File: config.mk
export PLATFORM = sky130hd
export DESIGN_NAME = usb_clock_generation_control
export DESIGN_NICKNAME = d
export VERILOG_FILES = /design/src/usb_clkctl_pkg.sv /design/src/pin_sync3.sv /design/src/usb_clock_generation_control.sv
export VERILOG_INCLUDE_DIRS = /design/src
export SDC_FILE = /design/constraint.sdc
export NUM_CORES = 1
export LEC_CHECK = 0
export BUFFER_PORTS_ARGS = -buffer_cell sky130_fd_sc_hd__buf_2
export CORE_MARGIN = 4
export CORE_UTILIZATION = 58
export DETAILED_ROUTE_END_ITERATION = 12
export MAX_ROUTING_LAYER = met4
export PLACE_DENSITY = 0.84
export SYNTH_ARGS = -nofsm -noshare
export SYNTH_HDL_FRONTEND = slang
export SYNTH_SLANG_ARGS = --single-unit
export TNS_END_PERCENT = 100
File: constraint.sdc
create_clock -name CLK_IN -period 6.44 [get_ports CLK_IN]
set_clock_uncertainty 0.15 [all_clocks]
set_input_delay 0.322 -clock CLK_IN [delete_from_list [all_inputs] [get_ports CLK_IN]]
set_output_delay 0.322 -clock CLK_IN [all_outputs]
set_load 0.03 [all_outputs]
File: src/usb_clkctl_regs.svh
// Register indices, field positions, reset values and timing counts of the USB clock control.
//
// How it works
// - divided clock select code sets output frequency
// - main select flag picks divided clock source
// - divided main clock becomes system clock only with system select flag set
// - pin carries divided clock when enabled
// - reference select states attached resonator frequency
// - PLL runs only with both stops clear
// - operation register holds USB clock gates
// - gate bits choose full, reset or activity
// - suspend flag after 3 ms idle, sticky
// - interrupt while suspend flag and enable set
`ifndef USB_CLKCTL_REGS_SVH
`define USB_CLKCTL_REGS_SVH

// Register indices; byte address is four times the index.
`define IDX_DIVCLK_CTRL      16'hfe04
`define IDX_PLL_CTRL         16'hfe0d
`define IDX_USB_OP_CTRL      16'hfe80
`define IDX_PIN_SYS_CTRL     16'hfe10

// Divided clock control fields.
`define DIV_MAIN_SEL_BIT     6
`define DIV_PIN_OE_BIT       5
`define DIV_FREQ_MSB         2
`define DIV_FREQ_LSB         0

// PLL control fields.
`define PLL_REF_MSB          7
`define PLL_REF_LSB          5
`define PLL_VCO_STOP_BIT     3
`define PLL_CMP_STOP_BIT     2

// USB operation control fields.
`define OP_GATE_UPPER_BIT    7
`define OP_GATE_LOWER_BIT    6
`define OP_PULLUP_A_BIT      5
`define OP_SUSP_FLAG_BIT     3
`define OP_SUSP_IRQ_EN_BIT   2
`define OP_DP_IN_DIS_BIT     1
`define OP_DM_IN_DIS_BIT     0

// Pin and system clock control fields.
`define PS_PIN_OE_BIT        7
`define PS_PULLUP_B_BIT      6
`define PS_PIN_LATCH_BIT     3
`define PS_SYS_MAIN_SEL_BIT  0

// Reset values.
`define RST_DIVCLK_CTRL      8'h00
`define RST_PLL_CTRL         8'h00
`define RST_USB_OP_CTRL      8'h00
`define RST_PIN_SYS_CTRL     8'h00

// Divider phase accumulator: increment is twice the frequency in 0.1 MHz units,
// modulus is the 40 MHz clock in the same units, so each wrap is one half period.
`define NCO_MODULUS          10'h190
`define NCO_INC_4M8          10'h060
`define NCO_INC_6M           10'h078
`define NCO_INC_8M           10'h0a0
`define NCO_INC_12M          10'h0f0
`define NCO_INC_24M          10'h1e0
`define NCO_INC_4M           10'h050
`define NCO_INC_16M          10'h140

// Suspend timing.
`define CLK_FREQ_MHZ         40
`define SUSPEND_IDLE_US      3000
`define SUSPEND_IDLE_CYCLES  (`SUSPEND_IDLE_US * `CLK_FREQ_MHZ)

`endif

File: src/usb_clkctl_pkg.sv
// Types shared by the USB clock control design.
package usb_clkctl_pkg;

  typedef enum logic [2:0] {
    DIV_STOPPED = 3'h0,
    DIV_4M8     = 3'h1,
    DIV_6M      = 3'h2,
    DIV_8M      = 3'h3,
    DIV_12M     = 3'h4,
    DIV_24M     = 3'h5,
    DIV_4M      = 3'h6,
    DIV_16M     = 3'h7
  } div_freq_t;

  typedef enum logic [2:0] {
    REF_8M  = 3'h0,
    REF_9M  = 3'h1,
    REF_10M = 3'h2,
    REF_11M = 3'h3,
    REF_12M = 3'h4,
    REF_2M  = 3'h5,
    REF_3M  = 3'h6,
    REF_16M = 3'h7
  } pll_ref_t;

endpackage

File: src/pin_sync3.sv
// Three-stage synchroniser for a pin level; the level moves once stages two and three agree.
`timescale 1ns/1ps
module pin_sync3 #(
  parameter logic RESET_LEVEL = 1'b0
) (
  input  wire logic clk_in,
  input  wire logic rst_in,
  input  wire logic pin_in,
  output logic      level_out
);

  logic s1_q;
  logic s2_q;
  logic s3_q;

  always_ff @(posedge clk_in) begin
    if (rst_in) begin
      s1_q <= RESET_LEVEL;
      s2_q <= RESET_LEVEL;
      s3_q <= RESET_LEVEL;
    end else begin
      s1_q <= pin_in;
      s2_q <= s1_q;
      s3_q <= s2_q;
    end
  end

  always_ff @(posedge clk_in) begin
    if (rst_in) begin
      level_out <= RESET_LEVEL;
    end else if (s2_q == s3_q) begin
      level_out <= s3_q;
    end
  end

endmodule

File: src/usb_clock_generation_control.sv
// USB clock generation and control block with an APB register slave.
//
// Added by the designer: the APB register port.
`timescale 1ns/1ps
`include "usb_clkctl_regs.svh"
module usb_clock_generation_control #(
  parameter int unsigned SUSPEND_IDLE_CYCLES = `SUSPEND_IDLE_CYCLES
) (
  input  wire logic        CLK_IN,
  input  wire logic        RST_IN,
  input  wire logic        PSEL_IN,
  input  wire logic        PENABLE_IN,
  input  wire logic        PWRITE_IN,
  input  wire logic [17:0] PADDR_IN,
  input  wire logic [31:0] PWDATA_IN,
  output logic      [31:0] PRDATA_OUT,
  output logic             PREADY_OUT,
  output logic             PSLVERR_OUT,
  input  wire logic        BUS_IDLE_IN,
  output logic             CLOCK_OUTPUT_PIN_OUT,
  output logic             CLOCK_OUTPUT_PIN_OE_OUT,
  output logic             MAIN_CLOCK_IS_DIVIDED_OUT,
  output logic             SYSTEM_CLOCK_IS_DIVIDED_OUT,
  output logic             DIVIDED_CLOCK_OUT,
  output logic [2:0]       PLL_REFERENCE_SELECT_OUT,
  output logic [4:0]       PLL_REFERENCE_MHZ_OUT,
  output logic             PLL_RUN_OUT,
  output logic             USB_BLOCK_ENABLE_OUT,
  output logic             USB_RESET_DETECT_ENABLE_OUT,
  output logic             USB_ACTIVE_DETECT_ENABLE_OUT,
  output logic             PULLUP_PIN_A_OUT,
  output logic             PULLUP_PIN_B_OUT,
  output logic             DPLUS_INPUT_DISABLE_OUT,
  output logic             DMINUS_INPUT_DISABLE_OUT,
  output logic             SUSPEND_IRQ_OUT
);

  initial begin
    if (SUSPEND_IDLE_CYCLES < 2 || SUSPEND_IDLE_CYCLES > 32'h00ffffff) begin
      $error("SUSPEND_IDLE_CYCLES out of range");
    end
  end

  //////////////////////////////////////////////////////////////////////////////
  // APB slave: one access cycle, read data registered at the setup cycle.

  localparam logic [17:0] ADDR_DIV = {`IDX_DIVCLK_CTRL, 2'b00};
  localparam logic [17:0] ADDR_PLL = {`IDX_PLL_CTRL, 2'b00};
  localparam logic [17:0] ADDR_OP  = {`IDX_USB_OP_CTRL, 2'b00};
  localparam logic [17:0] ADDR_PS  = {`IDX_PIN_SYS_CTRL, 2'b00};

  logic [7:0]  div_ctrl_q;
  logic [7:0]  pll_ctrl_q;
  logic [7:0]  op_ctrl_q;
  logic [7:0]  ps_ctrl_q;
  logic        susp_flag_q;
  logic        setup;
  logic        wr_en;
  logic        hit;
  logic [7:0]  rd_byte;

  assign setup = PSEL_IN & ~PENABLE_IN;
  assign wr_en = PSEL_IN & PENABLE_IN & PREADY_OUT & PWRITE_IN & ~PSLVERR_OUT;

  always_comb begin
    hit     = 1'b1;
    rd_byte = 8'h00;
    case (PADDR_IN)
      ADDR_DIV: rd_byte = div_ctrl_q;
      ADDR_PLL: rd_byte = pll_ctrl_q;
      ADDR_OP: begin
        rd_byte                    = op_ctrl_q;
        rd_byte[`OP_SUSP_FLAG_BIT] = susp_flag_q;
      end
      ADDR_PS:  rd_byte = ps_ctrl_q;
      default:  hit = 1'b0;
    endcase
  end

  always_ff @(posedge CLK_IN) begin
    if (RST_IN) begin
      PREADY_OUT  <= 1'b0;
      PSLVERR_OUT <= 1'b0;
      PRDATA_OUT  <= 32'h0000_0000;
    end else begin
      PREADY_OUT  <= setup;
      PSLVERR_OUT <= setup & ~hit;
      if (setup) begin
        PRDATA_OUT <= (hit && !PWRITE_IN) ? {24'h00_0000, rd_byte} : 32'h0000_0000;
      end
    end
  end

  //////////////////////////////////////////////////////////////////////////////
  // Registers; reserved and test bits are stored as written.

  always_ff @(posedge CLK_IN) begin
    if (RST_IN) begin
      div_ctrl_q <= `RST_DIVCLK_CTRL;
      pll_ctrl_q <= `RST_PLL_CTRL;
      op_ctrl_q  <= `RST_USB_OP_CTRL;
      ps_ctrl_q  <= `RST_PIN_SYS_CTRL;
    end else if (wr_en) begin
      case (PADDR_IN)
        ADDR_DIV: div_ctrl_q <= PWDATA_IN[7:0];
        ADDR_PLL: pll_ctrl_q <= PWDATA_IN[7:0];
        ADDR_OP:  op_ctrl_q  <= PWDATA_IN[7:0];
        ADDR_PS:  ps_ctrl_q  <= PWDATA_IN[7:0];
        default:  ps_ctrl_q  <= ps_ctrl_q;
      endcase
    end
  end

  //////////////////////////////////////////////////////////////////////////////
  // Suspend detection: idle must last the full time; the flag is sticky.

  logic        bus_idle;
  logic [23:0] idle_cnt_q;
  logic        idle_done;
  logic        susp_clear;

  pin_sync3 #(
    .RESET_LEVEL (1'b0)
  ) u_idle_sync (
    .clk_in    (CLK_IN),
    .rst_in    (RST_IN),
    .pin_in    (BUS_IDLE_IN),
    .level_out (bus_idle)
  );

  assign idle_done  = (idle_cnt_q == 24'(SUSPEND_IDLE_CYCLES - 1));
  assign susp_clear = wr_en && (PADDR_IN == ADDR_OP) && !PWDATA_IN[`OP_SUSP_FLAG_BIT];

  always_ff @(posedge CLK_IN) begin
    if (RST_IN || !bus_idle) begin
      idle_cnt_q <= 24'h00_0000;
    end else if (!idle_done) begin
      idle_cnt_q <= idle_cnt_q + 24'h00_0001;
    end
  end

  always_ff @(posedge CLK_IN) begin
    if (RST_IN) begin
      susp_flag_q <= 1'b0;
    end else if (bus_idle && idle_done) begin
      susp_flag_q <= 1'b1;
    end else if (susp_clear) begin
      susp_flag_q <= 1'b0;
    end
  end

  always_ff @(posedge CLK_IN) begin
    if (RST_IN) begin
      SUSPEND_IRQ_OUT <= 1'b0;
    end else begin
      SUSPEND_IRQ_OUT <= susp_flag_q & op_ctrl_q[`OP_SUSP_IRQ_EN_BIT];
    end
  end

  //////////////////////////////////////////////////////////////////////////////
  // PLL control and divided clock generator.

  logic       pll_run;
  logic [2:0] freq_code;
  logic [9:0] inc_sel;
  logic [9:0] inc_q;
  logic [9:0] acc_q;
  logic [10:0] acc_sum;
  logic       wrap;
  logic       divclk_q;
  logic [4:0] ref_mhz;

  assign pll_run   = !pll_ctrl_q[`PLL_VCO_STOP_BIT] && !pll_ctrl_q[`PLL_CMP_STOP_BIT];
  assign freq_code = div_ctrl_q[`DIV_FREQ_MSB:`DIV_FREQ_LSB];

  always_comb begin
    case (usb_clkctl_pkg::div_freq_t'(freq_code))
      usb_clkctl_pkg::DIV_4M8: inc_sel = `NCO_INC_4M8;
      usb_clkctl_pkg::DIV_6M:  inc_sel = `NCO_INC_6M;
      usb_clkctl_pkg::DIV_8M:  inc_sel = `NCO_INC_8M;
      usb_clkctl_pkg::DIV_12M: inc_sel = `NCO_INC_12M;
      usb_clkctl_pkg::DIV_24M: inc_sel = `NCO_INC_24M;
      usb_clkctl_pkg::DIV_4M:  inc_sel = `NCO_INC_4M;
      usb_clkctl_pkg::DIV_16M: inc_sel = `NCO_INC_16M;
      default:                 inc_sel = 10'h000;
    endcase
  end

  assign acc_sum = {1'b0, acc_q} + {1'b0, inc_q};
  assign wrap    = (acc_sum >= {1'b0, `NCO_MODULUS});

  always_ff @(posedge CLK_IN) begin
    if (RST_IN || !pll_run || inc_sel == 10'h000) begin
      inc_q    <= 10'h000;
      acc_q    <= 10'h000;
      divclk_q <= 1'b0;
    end else begin
      if (!divclk_q && (wrap || inc_q == 10'h000)) begin
        inc_q <= inc_sel;
      end
      if (inc_q == 10'h000) begin
        acc_q <= 10'h000;
      end else if (wrap) begin
        acc_q    <= 10'(acc_sum - {1'b0, `NCO_MODULUS});
        divclk_q <= ~divclk_q;
      end else begin
        acc_q <= acc_sum[9:0];
      end
    end
  end

  always_comb begin
    case (usb_clkctl_pkg::pll_ref_t'(pll_ctrl_q[`PLL_REF_MSB:`PLL_REF_LSB]))
      usb_clkctl_pkg::REF_8M:  ref_mhz = 5'h08;
      usb_clkctl_pkg::REF_9M:  ref_mhz = 5'h09;
      usb_clkctl_pkg::REF_10M: ref_mhz = 5'h0a;
      usb_clkctl_pkg::REF_11M: ref_mhz = 5'h0b;
      usb_clkctl_pkg::REF_12M: ref_mhz = 5'h0c;
      usb_clkctl_pkg::REF_2M:  ref_mhz = 5'h02;
      usb_clkctl_pkg::REF_3M:  ref_mhz = 5'h03;
      default:                 ref_mhz = 5'h10;
    endcase
  end

  //////////////////////////////////////////////////////////////////////////////
  // Registered control outputs.

  logic pin_divclk_en;
  assign pin_divclk_en = div_ctrl_q[`DIV_PIN_OE_BIT] && ps_ctrl_q[`PS_PIN_OE_BIT] &&
                         !ps_ctrl_q[`PS_PIN_LATCH_BIT];

  always_ff @(posedge CLK_IN) begin
    if (RST_IN) begin
      CLOCK_OUTPUT_PIN_OUT         <= 1'b0;
      CLOCK_OUTPUT_PIN_OE_OUT      <= 1'b0;
      MAIN_CLOCK_IS_DIVIDED_OUT    <= 1'b0;
      SYSTEM_CLOCK_IS_DIVIDED_OUT  <= 1'b0;
      DIVIDED_CLOCK_OUT            <= 1'b0;
      PLL_REFERENCE_SELECT_OUT     <= 3'h0;
      PLL_REFERENCE_MHZ_OUT        <= 5'h00;
      PLL_RUN_OUT                  <= 1'b0;
      USB_BLOCK_ENABLE_OUT         <= 1'b0;
      USB_RESET_DETECT_ENABLE_OUT  <= 1'b0;
      USB_ACTIVE_DETECT_ENABLE_OUT <= 1'b0;
      PULLUP_PIN_A_OUT             <= 1'b0;
      PULLUP_PIN_B_OUT             <= 1'b0;
      DPLUS_INPUT_DISABLE_OUT      <= 1'b0;
      DMINUS_INPUT_DISABLE_OUT     <= 1'b0;
    end else begin
      CLOCK_OUTPUT_PIN_OE_OUT      <= ps_ctrl_q[`PS_PIN_OE_BIT];
      CLOCK_OUTPUT_PIN_OUT         <= pin_divclk_en ? divclk_q :
                                      ps_ctrl_q[`PS_PIN_LATCH_BIT];
      MAIN_CLOCK_IS_DIVIDED_OUT    <= div_ctrl_q[`DIV_MAIN_SEL_BIT];
      SYSTEM_CLOCK_IS_DIVIDED_OUT  <= div_ctrl_q[`DIV_MAIN_SEL_BIT] &&
                                      ps_ctrl_q[`PS_SYS_MAIN_SEL_BIT];
      DIVIDED_CLOCK_OUT            <= divclk_q;
      PLL_REFERENCE_SELECT_OUT     <= pll_ctrl_q[`PLL_REF_MSB:`PLL_REF_LSB];
      PLL_REFERENCE_MHZ_OUT        <= ref_mhz;
      PLL_RUN_OUT                  <= pll_run;
      USB_BLOCK_ENABLE_OUT         <= op_ctrl_q[`OP_GATE_UPPER_BIT] &&
                                      op_ctrl_q[`OP_GATE_LOWER_BIT];
      USB_RESET_DETECT_ENABLE_OUT  <= op_ctrl_q[`OP_GATE_UPPER_BIT];
      USB_ACTIVE_DETECT_ENABLE_OUT <= 1'b1;
      PULLUP_PIN_A_OUT             <= op_ctrl_q[`OP_PULLUP_A_BIT];
      PULLUP_PIN_B_OUT             <= ps_ctrl_q[`PS_PULLUP_B_BIT];
      DPLUS_INPUT_DISABLE_OUT      <= op_ctrl_q[`OP_DP_IN_DIS_BIT];
      DMINUS_INPUT_DISABLE_OUT     <= op_ctrl_q[`OP_DM_IN_DIS_BIT];
    end
  end

endmodule

==> out/results.tsv <==
metric	value	unit
final_common_cell	dfxtp_1	
netlist_instances	547	
maxSlewViolCount	0	
p_leak	2.03	nW
setup_viol	0	
hold_depth	2	
cts.path.max_buffers	2	
min_period_over_period	45.9	%
final_cell_mix	dfxtp_1, nand2_1, buf_2	
grt_pass1_vias	3844	
synth.avg_cell_area	8.84	µm²
startpoint_type	register	
fillCellCount	665	
place_congestion	0.906	
fin_util	65.3	%
core_area	0.00818	mm²
grtUsageTotal	24.1	%
ctsHoldBuffers	0	
synth_area	0.00483	mm²
end_kind	register	
period_needed	2960	ps
drive_above_1_share	17.0	%
rsz0062_at_grt	no	
drc	0	
clk_latency	370	ps
vias_per_cell	5.76	
p_per_area	216	mW/mm²
dr.pass1.iters	5	
multi_input_area	0.00250	mm²
die_x	99.3	µm
clkTransAtPathRegs	100	ps
fin_nets	668	
antenna_found_initial	0	
synth.ff_latch_count	106	
max_slew_margin	37.9	%
regArea	0.00212	mm²
status	finished clean	
cp.arrival	3050	ps
fmax	338	MHz
die-area	0.00986	mm²
antenna_left	0	
diodes	0	
peakVddDrop	0.110	mV
ios	112	
worstPathRequired	6530	ps
cp_max_fo	6	
reg2regPathDepth	9	
die_y	99.3	µm
port-buffer-count	63	
cts_resized	0	
drt_iter0_markers	214	
grt_overflow	0	
max_cap_viol_count	0	
hold_viol	0	
yosys.area.top_type_share	43.9	%
final.setup.tns	0	ps
yosysTopAreaCell	dfxtp_1	
synth_warnings	0	
wl	11.1	mm
synth_edf_count	0	
area_growth	10.5	%
synth_cell_types	61	
worst-setup-path-type	reg2reg	
grt_pass1_wl	18.6	mm
cts_sinks	106	
start_util	59.1	%
cts_tree	built	
wire_per_inst	15.7	µm
route.vias.total	4090	
htreeDepth	3	
grt_max_degree	55	
synthFlopType	dfxtp_1	
cts_setup_buffers	0	
ys_seq_area_share	43.9	%
hold_path_class	in2reg	
dpl.hpwl	8.03	mm
netlist_top_cells_area	dfxtp_1, nand2_1, a21oi_1	
async_flop_share	0	%
cts_root_buf	clkbuf_8	
worst_pin_slew	926	ps
fp-row-count	33	
cts_made_buffers	9	
[worst paths after layout]
check                                                 start                     endpoint  slack [ps]
worst max-delay path                  inc_q[3]$_SDFFE_PP0P_        inc_q[4]$_SDFFE_PP0P_        3480
worst min-delay path                            BUS_IDLE_IN  u_idle_sync.s1_q$_SDFF_PP0_          30
worst min register to register  u_idle_sync.s1_q$_SDFF_PP0_  u_idle_sync.s2_q$_SDFF_PP0_         310
worst max register to register        inc_q[3]$_SDFFE_PP0P_        inc_q[4]$_SDFFE_PP0P_        3480
[cells in the mapped netlist (all sizes together) (2+ instances only)]
master,count
nor4,8
xnor2,10
and4,2
nand2b,6
o31ai,2
o21ai,11
a22o,8
xor2,15
nor3,12
or2,3
o22ai,5
a21o,2
nor3b,2
or4,2
nand2,80
nor2,33
a211oi,2
mux2i,5
and2,6
and3,10
or3,5
nor2b,14
dfxtp,106
nand4,8
ha,9
a21oi,49
clkbuf,16
nand3,44
a22oi,16
buf,28
inv,10
[registers in the layout, indices dropped and copies added (netlist names), 3 cells and up]
name and count:
idle_cnt_q 24, pll_ctrl_q 8, div_ctrl_q 8, acc_q 7
inc_q 6, PLL_REFERENCE_MHZ_OUT 5, ps_ctrl_q 8, op_ctrl_q 7
PRDATA_OUT 8, PLL_REFERENCE_SELECT_OUT 3
[worst max-delay path: stages, from the launching register on]
cell,delay [ps]
dfxtp_1,370
ha_1,200
inv_1,60
fa_1,390
xor2_1,320
ha_1,210
nand2b_1,120
a2111o_1,530
a21oi_2,350
o32ai_1,130
[report_power, final]
part / total (mW) / leakage [nW] / switching (mW) / internal [mW]
clock network: 0.446 / 0.105 / 0.219 / 0.227
registers: 0.658 / 0.855 / 0.000890 / 0.657
logic: 0.0518 / 1.07 / 0.0404 / 0.0114
total: 1.16 / 2.03 / 0.261 / 0.895
[cell type report]
cell class / count / share of cell area, %
inverters: 10 / 0.703
repair buffers: 65 / 6.19
well taps: 105 / 2.46
flip-flops and latches: 106 / 39.7
multi-input cells: 410 / 46.9
clock inverters: 4 / 1.43
clock buffers: 10 / 2.58
[layer usage]
layer / global-route usage, % / vias up / wire, µm
met5: - / - / 0
met4: 10.5 / 0 / 323
met3: 4.56 / 36 / 699
met2: 39.0 / 158 / 5520
met1: 29.3 / 1925 / 4570
li1: - / 1971 / -
[stage by stage]
step,hold WS [ps],setup slack (ps),power [mW],cell area (µm²),std cells
after floorplan,264,3870,0.717,4920,570
after global placement,278,3590,0.724,5130,696
after detailed placement,296,3550,0.724,5130,696
after CTS,14.5,3530,1.16,5340,710
after global routing,15.4,3320,1.19,5340,710
final,29.8,3480,1.16,5340,710
[kinds of logic after synthesis]
logic type | share of synthesized area [%]
DFF | 43.9
adders and majority gates | 2.74
xor gates and xnor gates | 5.15
AOI/OAI and AO/OA | 15.0
buffers and inverters | 6.13
muxes | 1.04
other | 0.0776
and+or+nand+nor | 25.9
No activity file was read; power rests on OpenSTA's default activity.
